[src/common/ddpu_pkg.sv]
package ddpu_pkg;

  localparam int unsigned ADDR_W = 12;

  // Register indices; byte address is four times the index
  localparam logic [9:0] IDX_PRI_LOW  = 10'h082;
  localparam logic [9:0] IDX_PRI_HIGH = 10'h083;
  localparam logic [9:0] IDX_AUX_LOW  = 10'h084;
  localparam logic [9:0] IDX_AUX_HIGH = 10'h085;
  localparam logic [9:0] IDX_CTRL     = 10'h086;

  // Field positions in pointer_select_control
  localparam int unsigned CTRL_AUX_DIR_BIT = 7;
  localparam int unsigned CTRL_PRI_DIR_BIT = 6;
  localparam int unsigned CTRL_TOGGLE_BIT  = 5;
  localparam int unsigned CTRL_AUTO_BIT    = 4;
  localparam int unsigned CTRL_SELECT_BIT  = 0;

  // Values after reset, fixed read values and pointer step size
  localparam logic [15:0] PTR_RESET      = 16'h0000;
  localparam logic        CTRL_BIT_RESET = 1'b0;
  localparam logic [2:0]  CTRL_RESV_VAL  = 3'h2;
  localparam logic [15:0] PTR_STEP       = 16'h0001;

  typedef enum logic [2:0] {
    DDPU_OP_INC,
    DDPU_OP_LOAD,
    DDPU_OP_CODE_RD,
    DDPU_OP_XDATA_RD,
    DDPU_OP_XDATA_WR
  } ddpu_op_t;

  typedef struct packed {
    logic        valid;
    ddpu_op_t    op;
    logic [15:0] imm;
  } ddpu_instr_t;

  typedef struct packed {
    logic aux_dir;
    logic pri_dir;
    logic toggle_on_use;
    logic auto_step_enable;
  } ddpu_mode_t;

  function automatic logic [15:0] ddpu_step_f(input logic [15:0] ptr, input logic down);
    logic [15:0] nxt;
    nxt = down ? (ptr - PTR_STEP) : (ptr + PTR_STEP);
    return nxt;
  endfunction : ddpu_step_f

  function automatic logic [7:0] ddpu_ctrl_byte_f(input ddpu_mode_t m, input logic sel);
    return {m.aux_dir, m.pri_dir, m.toggle_on_use, m.auto_step_enable, CTRL_RESV_VAL, sel};
  endfunction : ddpu_ctrl_byte_f

endpackage : ddpu_pkg

[src/design/ddpu_instr_dec.sv]
`timescale 1ns/1ps
module ddpu_instr_dec
  import ddpu_pkg::*;
(
  input  ddpu_instr_t instr,
  output logic        is_inc,
  output logic        is_load,
  output logic        is_move,
  output logic        is_ptr_op
);

  always_comb begin
    is_inc  = 1'b0;
    is_load = 1'b0;
    is_move = 1'b0;
    if (instr.valid) begin
      unique case (instr.op)
        DDPU_OP_INC: begin
          is_inc = 1'b1;
        end
        DDPU_OP_LOAD: begin
          is_load = 1'b1;
        end
        DDPU_OP_CODE_RD, DDPU_OP_XDATA_RD, DDPU_OP_XDATA_WR: begin
          is_move = 1'b1;
        end
        default: begin
          is_inc = 1'b0;
        end
      endcase
    end
    is_ptr_op = is_inc | is_load | is_move;
  end

endmodule : ddpu_instr_dec

[src/design/ddpu_ptr_reg.sv]
`timescale 1ns/1ps
module ddpu_ptr_reg
  import ddpu_pkg::*;
(
  input  wire logic        pclk,
  input  wire logic        presetn,
  input  wire logic        wr_low,
  input  wire logic        wr_high,
  input  wire logic [7:0]  wdata,
  input  wire logic        load,
  input  wire logic [15:0] load_value,
  input  wire logic        step,
  input  wire logic        step_down,
  output logic      [15:0] ptr_q
);

  logic [15:0] ptr_d;

  // Instruction load and step win over a software byte write in the same cycle
  always_comb begin
    ptr_d = ptr_q;
    if (load) begin
      ptr_d = load_value;
    end else if (step) begin
      ptr_d = ddpu_step_f(ptr_q, step_down);
    end else begin
      if (wr_low) begin
        ptr_d[7:0] = wdata;
      end
      if (wr_high) begin
        ptr_d[15:8] = wdata;
      end
    end
  end

  always_ff @(posedge pclk or negedge presetn) begin
    if (!presetn) begin
      ptr_q <= PTR_RESET;
    end else begin
      ptr_q <= ptr_d;
    end
  end

endmodule : ddpu_ptr_reg

[src/design/ddpu_top.sv]
// Behaviour
// - Aux high byte register, read/write, resets zero
// - Select one: pointer instructions use auxiliary pointer
// - Bit 7 sets auxiliary step direction
// - Bit 6 sets primary step direction
// - Toggle bit inverts select after pointer instructions
// - Auto-step advances active pointer after moves
//
// The APB interface to the registers was left to the implementer.
`timescale 1ns/1ps
module ddpu_top
  import ddpu_pkg::*;
(
  input  wire logic              pclk,
  input  wire logic              presetn,
  input  wire logic              psel,
  input  wire logic              penable,
  input  wire logic              pwrite,
  input  wire logic [ADDR_W-1:0] paddr,
  input  wire logic [31:0]       pwdata,
  output logic      [31:0]       prdata,
  output logic                   pready,
  output logic                   pslverr,
  input  ddpu_instr_t            instr,
  output logic      [15:0]       active_pointer,
  output logic      [15:0]       primary_pointer,
  output logic      [15:0]       auxiliary_pointer,
  output logic                   pointer_select
);

  ddpu_mode_t  mode_q;
  logic        select_q;
  logic [15:0] pri_q;
  logic [15:0] aux_q;
  logic [31:0] prdata_q;
  logic        err_q;
  logic [9:0]  idx;
  logic        aligned;
  logic        mapped;
  logic        setup;
  logic        apb_wr;
  logic        wr_pri_low;
  logic        wr_pri_high;
  logic        wr_aux_low;
  logic        wr_aux_high;
  logic        wr_ctrl;
  logic        is_inc;
  logic        is_load;
  logic        is_move;
  logic        is_ptr_op;
  logic        step_req;
  logic [7:0]  rd_byte;

  ddpu_instr_dec u_dec (
    .instr     (instr),
    .is_inc    (is_inc),
    .is_load   (is_load),
    .is_move   (is_move),
    .is_ptr_op (is_ptr_op)
  );

  // APB decode; slave never inserts wait states
  assign idx     = paddr[ADDR_W-1:2];
  assign aligned = (paddr[1:0] == 2'h0);
  assign mapped  = aligned && ((idx == IDX_PRI_LOW) || (idx == IDX_PRI_HIGH) ||
                               (idx == IDX_AUX_LOW) || (idx == IDX_AUX_HIGH) ||
                               (idx == IDX_CTRL));
  assign setup   = psel && !penable;
  assign apb_wr  = psel && penable && pwrite && pready && mapped;
  assign pready  = 1'b1;
  assign pslverr = psel && penable && err_q;

  assign wr_pri_low  = apb_wr && (idx == IDX_PRI_LOW);
  assign wr_pri_high = apb_wr && (idx == IDX_PRI_HIGH);
  assign wr_aux_low  = apb_wr && (idx == IDX_AUX_LOW);
  assign wr_aux_high = apb_wr && (idx == IDX_AUX_HIGH);
  assign wr_ctrl     = apb_wr && (idx == IDX_CTRL);

  // Increment always steps; moves step only with auto-step on
  assign step_req = is_inc || (is_move && mode_q.auto_step_enable);

  ddpu_ptr_reg u_pri (
    .pclk       (pclk),
    .presetn    (presetn),
    .wr_low     (wr_pri_low),
    .wr_high    (wr_pri_high),
    .wdata      (pwdata[7:0]),
    .load       (is_load && !select_q),
    .load_value (instr.imm),
    .step       (step_req && !select_q),
    .step_down  (mode_q.pri_dir),
    .ptr_q      (pri_q)
  );

  ddpu_ptr_reg u_aux (
    .pclk       (pclk),
    .presetn    (presetn),
    .wr_low     (wr_aux_low),
    .wr_high    (wr_aux_high),
    .wdata      (pwdata[7:0]),
    .load       (is_load && select_q),
    .load_value (instr.imm),
    .step       (step_req && select_q),
    .step_down  (mode_q.aux_dir),
    .ptr_q      (aux_q)
  );

  always_ff @(posedge pclk or negedge presetn) begin
    if (!presetn) begin
      mode_q <= '{CTRL_BIT_RESET, CTRL_BIT_RESET, CTRL_BIT_RESET, CTRL_BIT_RESET};
    end else if (wr_ctrl) begin
      mode_q.aux_dir          <= pwdata[CTRL_AUX_DIR_BIT];
      mode_q.pri_dir          <= pwdata[CTRL_PRI_DIR_BIT];
      mode_q.toggle_on_use    <= pwdata[CTRL_TOGGLE_BIT];
      mode_q.auto_step_enable <= pwdata[CTRL_AUTO_BIT];
    end
  end

  // Toggle from an instruction wins over a software write of the select bit
  always_ff @(posedge pclk or negedge presetn) begin
    if (!presetn) begin
      select_q <= CTRL_BIT_RESET;
    end else if (is_ptr_op && mode_q.toggle_on_use) begin
      select_q <= !select_q;
    end else if (wr_ctrl) begin
      select_q <= pwdata[CTRL_SELECT_BIT];
    end
  end

  always_comb begin
    rd_byte = 8'h00;
    if (aligned) begin
      unique case (idx)
        IDX_PRI_LOW:  rd_byte = pri_q[7:0];
        IDX_PRI_HIGH: rd_byte = pri_q[15:8];
        IDX_AUX_LOW:  rd_byte = aux_q[7:0];
        IDX_AUX_HIGH: rd_byte = aux_q[15:8];
        IDX_CTRL:     rd_byte = ddpu_ctrl_byte_f(mode_q, select_q);
        default:      rd_byte = 8'h00;
      endcase
    end
  end

  // Read data and error are captured in the setup cycle
  always_ff @(posedge pclk or negedge presetn) begin
    if (!presetn) begin
      prdata_q <= 32'h0000_0000;
      err_q    <= 1'b0;
    end else if (setup) begin
      prdata_q <= {24'h00_0000, rd_byte};
      err_q    <= !mapped;
    end
  end

  assign prdata            = prdata_q;
  assign primary_pointer   = pri_q;
  assign auxiliary_pointer = aux_q;
  assign pointer_select    = select_q;
  assign active_pointer    = select_q ? aux_q : pri_q;

  chk_aux_high_write:
    assert property (@(posedge pclk) disable iff (!presetn)
      (wr_aux_high && !(instr.valid && select_q))
      |=> (aux_q[15:8] == $past(pwdata[7:0])))
    else $error("aux high byte not written");

  chk_aux_inc_sel:
    assert property (@(posedge pclk) disable iff (!presetn)
      (is_inc && select_q && !mode_q.aux_dir)
      |=> (aux_q == 16'($past(aux_q) + PTR_STEP)) && (pri_q == $past(pri_q)))
    else $error("selected aux pointer not incremented alone");

  chk_pri_load_sel:
    assert property (@(posedge pclk) disable iff (!presetn)
      (is_load && !select_q)
      |=> (pri_q == $past(instr.imm)) && (aux_q == $past(aux_q)))
    else $error("primary pointer load wrong");

  chk_aux_dec_dir:
    assert property (@(posedge pclk) disable iff (!presetn)
      (is_inc && select_q && mode_q.aux_dir)
      |=> (aux_q == 16'($past(aux_q) - PTR_STEP)))
    else $error("aux pointer not decremented");

  chk_pri_step_dir:
    assert property (@(posedge pclk) disable iff (!presetn)
      (is_inc && !select_q)
      |=> (pri_q == ($past(mode_q.pri_dir) ? 16'($past(pri_q) - PTR_STEP)
                                           : 16'($past(pri_q) + PTR_STEP))))
    else $error("primary pointer step direction wrong");

  chk_toggle_select:
    assert property (@(posedge pclk) disable iff (!presetn)
      (is_ptr_op && mode_q.toggle_on_use) |=> (select_q != $past(select_q)))
    else $error("select not toggled");

  chk_hold_select:
    assert property (@(posedge pclk) disable iff (!presetn)
      (!mode_q.toggle_on_use && !wr_ctrl) |=> $stable(select_q))
    else $error("select changed without cause");

  chk_auto_step_move:
    assert property (@(posedge pclk) disable iff (!presetn)
      (is_move && !select_q) |=>
      (pri_q == ($past(mode_q.auto_step_enable)
                 ? ddpu_step_f($past(pri_q), $past(mode_q.pri_dir)) : $past(pri_q))))
    else $error("auto-step of primary pointer wrong");

  chk_step_before_toggle:
    assert property (@(posedge pclk) disable iff (!presetn)
      (is_move && select_q && mode_q.auto_step_enable && mode_q.toggle_on_use)
      |=> !select_q && (aux_q == ddpu_step_f($past(aux_q), $past(mode_q.aux_dir)))
          && (pri_q == $past(pri_q)))
    else $error("step not applied to old pointer");

  cov_toggle_use:
    cover property (@(posedge pclk) disable iff (!presetn)
      (is_ptr_op && mode_q.toggle_on_use) ##1 (is_ptr_op && mode_q.toggle_on_use));

  cov_auto_step:
    cover property (@(posedge pclk) disable iff (!presetn)
      is_move && mode_q.auto_step_enable && select_q);

  cov_ctrl_read:
    cover property (@(posedge pclk) disable iff (!presetn)
      psel && penable && !pwrite && (idx == IDX_CTRL));

  cov_unmapped:
    cover property (@(posedge pclk) disable iff (!presetn) pslverr);

endmodule : ddpu_top

[config.mk]
export PLATFORM = sky130hd
export DESIGN_NAME = ddpu_top
export DESIGN_NICKNAME = d
export VERILOG_FILES = /design/src/common/ddpu_pkg.sv /design/src/design/ddpu_instr_dec.sv /design/src/design/ddpu_ptr_reg.sv /design/src/design/ddpu_top.sv
export SDC_FILE = /design/constraint.sdc
export NUM_CORES = 1
export LEC_CHECK = 0
export BUFFER_PORTS_ARGS = -buffer_cell sky130_fd_sc_hd__buf_2
export CAP_MARGIN = 20
export CORE_ASPECT_RATIO = 0.8
export CORE_UTILIZATION = 47
export DETAILED_ROUTE_END_ITERATION = 6
export PLACE_DENSITY = 0.8
export SLEW_MARGIN = 5
export SYNTH_ARGS = -nofsm -noshare
export SYNTH_HDL_FRONTEND = slang
export SYNTH_SLANG_ARGS = --single-unit
export TNS_END_PERCENT = 5
[constraint.sdc]
create_clock -name pclk -period 2.8 [get_ports pclk]
set_clock_uncertainty 0.15 [all_clocks]
set_input_delay 0 -clock pclk [delete_from_list [all_inputs] [get_ports pclk]]
set_output_delay 0 -clock pclk [all_outputs]
set_load 0.005 [all_outputs]
# Yosys cells after proc, flatten, opt, wreduce, memory -nomap -nowiden
# Cells that the tools add are included.
[word_totals]
ff_bits = 46
inputBits = 69
output_inout_bits = 83
wordCells = 80
[op_classes]
addsub = 4
n_eq_ne = 9
n_mux = 21
bitwise = 2
reduce_logical = 33
[ops]
columns = ["cell", "n"]
rows = [
  ["$mux 16", 7],
  ["$eq 10x8->1 const B", 5],
  ["$mux 8", 5],
  ["$pmux 8 s5", 1],
  ["$add 16x1->16 const B", 2],
  ["$sub 16x1->16 const B", 2],
  ["$logic_and 1x1->1", 17],
  ["$reduce_bool 3->1", 4],
  ["$mux 1", 8],
  ["$eq 3x2->1 const B", 2],
  ["$logic_or 1x1->1", 5],
  ["$eq 3x1->1 const B", 1],
  ["$eq 3x3->1 const B", 1],
  ["$logic_not 1->1", 3],
  ["$logic_not 3->1", 1],
  ["$reduce_or 3->1", 1],
  ["$logic_not 2->1", 1],
  ["$or 1x1->1", 2],
  ["$reduce_bool 2->1", 1],
]

# Longest topological paths before layout
[logic_depth]
depth_word = 11
depth_mapped = 8
ltp_nobuf = 7

# Cells and area by module
# From an unflattened synthesis, not the netlist that was laid out.
[unflattened]
hier_cells = 554
area_unflattened_um2 = 4722.0
[modules_own_cells]
columns = ["module", "instances", "cells_each", "area_each_um2", "seq_area_each_um2"]
rows = [
  ["ddpu_ptr_reg (u_aux)", 1, 198, 1627.8, 400.4],
  ["ddpu_ptr_reg (u_pri)", 1, 190, 1621.6, 400.4],
  ["ddpu_top", 1, 159, 1423.9, 350.3],
  ["ddpu_instr_dec", 1, 7, 48.8, 0.0],
]

# Worst setup path before layout
# Ideal clock, no wire load.
[synth_timing]
path_type = "reg-to-reg"
start = "register mode_q[2] (netlist name)"
end = "register u_pri.ptr_q[13]"
arrival_time_ps = 2501
setup_slack_ps = 39
path_stages_with_launch = 9
n_path_buf = 1
cell_sequence = "dfrtp_1 -> ha_1 -> and3_1 -> clkbuf_1 -> a221o_1 -> a21oi_1 -> o211ai_1 -> and3_1 -> o41ai_1"
[synth_via]
elab_chain_cells = 3
[synth_lines]
columns = ["item", "line", "text"]
rows = [
  ["start: declaration", "ddpu_top.sv:31", "ddpu_mode_t mode_q;"],
  ["start signal: assignment", "ddpu_top.sv:110", "mode_q <= '{CTRL_BIT_RESET, CTRL_BIT_RESET, CTRL_BIT_RESET, CTRL_BIT_RESET};"],
  ["$mux 16", "ddpu_pkg.sv:48", "nxt = down ? (ptr - PTR_STEP) : (ptr + PTR_STEP);"],
  ["$mux 16", "ddpu_ptr_reg.sv:24", "end else if (step) begin"],
  ["$mux 16", "ddpu_ptr_reg.sv:22", "if (load) begin"],
  ["end signal: assignment", "ddpu_ptr_reg.sv:40", "ptr_q <= ptr_d;"],
  ["end: declaration", "ddpu_ptr_reg.sv:14", "output logic [15:0] ptr_q"],
]
# Every way passes these cells.
# A chain may end at the register's enable or synchronous reset.

# Worst setup path in the final report
[layout_timing]
start = "register mode_q[2] (netlist name)"
end = "register u_pri.ptr_q[12]"
# The elaborated chain is that of the path after synthesis.

==> results.toml <==
[run_status]
run_status = "finished clean"

[setup_path]
cp.arrival_ns = 2.68
cp_data_required_time_ns = 2.81
worst-path-max-fanout = 8
r2r_cells = 8
start_kind = "flip-flop"
crit_type = "flip-flop to flip-flop"
critPathCaptureType = "flip-flop"

[synth]
synthCells = 570
synth_edf_count = 0
synth.avg_cell_area_um2 = 8.16
ys_seq_area_share_pct = 24.7
synth-warning-count = 0
syn_area_mm2 = 0.00465
netlist-cell-type-count = 75
synth_area_leader_cell = "dfrtp_1"
ys_async_sr_fraction_pct = 100
synth_area_leaders = "dfrtp_1 25%, ha_1 7.5%, nand2_1 4.9%"
synthFlopType = "dfrtp_1"
synth_top_cell_area_share_pct = 24.7
synth-seq-cells = 46

[clock_network]
cts_buffer_depth = 2
clk_latency_ns = 0.29
cts_tree = "yes"
root_buffer = "clkbuf_16"
htreeDepth = 2
clkSinkCount = 46
postCtsSetupRepairBufs = 0
cts_buffers = 5
clkTransAtPathRegs_ns = 0.07

[placed_design]
dp_hpwl_um = 12000
dp_slack_ns = 0.129
portBuffers = 102
gp_congestion = 0.945

[cells_and_area]
final_common_cell = "buf_2"
final_util_pct = 59.4
area_delta_synth_final_pct = 22.7
fin_nets = 798
diodes = 0
layout_common_cells = "102 x buf_2, 61 x nand2_1, 46 x dfrtp_1"
layout-drive-gt1-share_pct = 24.6
fill_cells = 857

[floorplan]
coreArea_mm2 = 0.00961
start_util_pct = 48.4
ios = 152
rows = 32
die-area_mm2 = 0.0103
die_height_um = 91.0
die_x_um = 113

[grt]
grt_max_degree = 47
grt_antenna_before_repair = 1
grt_usage_pct = 31.0
grt_pass1_vias = 4733
grt_overflow = 0
grt_pass1_wl_um = 25000

[run]
maxCapViolations = 0

[timing]
finalSetupViolCount = 0
hold_violations = 0
min_period_ns = 2.68
max_freq_mhz = 373
slew_headroom_pct = 33.0
final_max_slew_viol_count = 0
post-route-period-util_pct = 95.6
setup_slack_ns = 0.122
worst_slew_pin_slew_ns = 1.00

[routing]
wl_met2_um = 6960
drc = 0
wl_um = 16000
top_layer_used = "met5"
drt_first_pass_iters = 6
drtIter0Drc = 533
ant_nets = 0
wl_met3_um = 1700
wl_per_cell_um = 19.5
via_count = 5156
wl_met1_um = 6890
viasPerCell = 6.30

[pwr]
irDropWorstVdd_uv = 289
p_per_area_mw_per_mm2 = 371
p_leak_uw = 0.00272

[worst_hold_path]
min_path_type = "input port to asynchronous set/reset pin"
-- worst max-delay path, stage by stage (launching register included) --
cell and delay, ns:
dfrtp_1 0.47, buf_4 0.22, fa_1 0.42, a211oi_1 0.24, o21bai_1 0.21, a311o_1 0.42
a21oi_1 0.19, xor2_1 0.16, o21ai_1 0.07
-- metrics by stage --
stage / area [µm²] / cells / hold WS (ns) / TNS (ns) / total power (µW)
floorplan: 4740 / 593 / -0.446 / 0 / 1170
CTS: 5660 / 818 / 0.0130 / 0 / 2080
detailed placement: 5300 / 788 / 0.0877 / 0 / 1450
global placement: 5300 / 788 / 0.0880 / 0 / 1440
finish: 5710 / 819 / 0.00295 / 0 / 2120
global route: 5710 / 819 / 0.0427 / -0.00910 / 2210
-- power breakdown --
part	switching, µW	leakage (µW)	internal [µW]
clock	284	0.0000698	332
sequential	84.9	0.000592	715
combinational	372	0.00206	327
total	741	0.00272	1370
-- cell families after synthesis --
| family | after synthesis | synth area share, % |
|---|---|---|
| compound gates | 205 | 29.4 |
| xor+xnor | 15 | 2.82 |
| fa+ha+maj | 30 | 8.39 |
| buf+inv | 58 | 6.75 |
| flops | 46 | 24.7 |
| mux | 39 | 9.12 |
| other cells | 2 | 0.161 |
| simple gates | 175 | 18.6 |
-- cells in the mapped netlist, types with 10 or more instances --
| master | instances |
|---|---|
| nor3_1 | 10 |
| dfrtp_1 | 46 |
| o21ai_1 | 21 |
| ha_1 | 28 |
| xnor2_1 | 10 |
| a21o_1 | 12 |
| nor2_1 | 38 |
| mux2_2 | 18 |
| mux2i_1 | 12 |
| clkbuf_1 | 24 |
| buf_4 | 25 |
| a21oi_1 | 42 |
| o21ai_0 | 31 |
| nand2_1 | 61 |
-- sequential cells by signal, indices dropped and copies added (netlist names) --
register / count
u_aux.ptr_q: 16
u_pri.ptr_q: 16
prdata: 8
mode_q: 4
err_q: 1
pointer_select: 1
-- final timing paths --
path,start,endpoint,slack [ns]
max reg2reg,mode_q[2],u_pri.ptr_q[12],0.12
max in group asynchronous,presetn,u_pri.ptr_q[10],1.98
max,mode_q[2],u_pri.ptr_q[12],0.12
min in group pclk,pwdata[3],u_aux.ptr_q[11],0.01
min,presetn,prdata[4],0.003
min reg2reg,prdata[1],prdata[1],0.34
-- metal layers --
metal,up-vias,track usage [%]
li1,2360,-
met1,2409,44.4
met2,336,47.2
met3,49,6.01
met4,2,9.21
met5,-,0
-- layout make-up --
cell class | count | area [µm²] | share of cell area [%]
clock buffer | 5 | 125 | 2.19
clock inverter | 3 | 21.3 | 0.373
inverter | 7 | 26.3 | 0.460
multi-input combinational | 489 | 3300 | 57.8
sequential | 46 | 1150 | 20.2
tap | 119 | 149 | 2.61
timing repair buffer | 150 | 938 | 16.4
-- repair_timing --
item / 4_1_cts / 5_1_grt
setup endpoints to repair: 0 / 1
hold buffers: 22 / 0
resized for setup: 0 / 5
hold endpoints to repair: 78 / 0
Note: power is estimated with default switching activity, not from simulation.
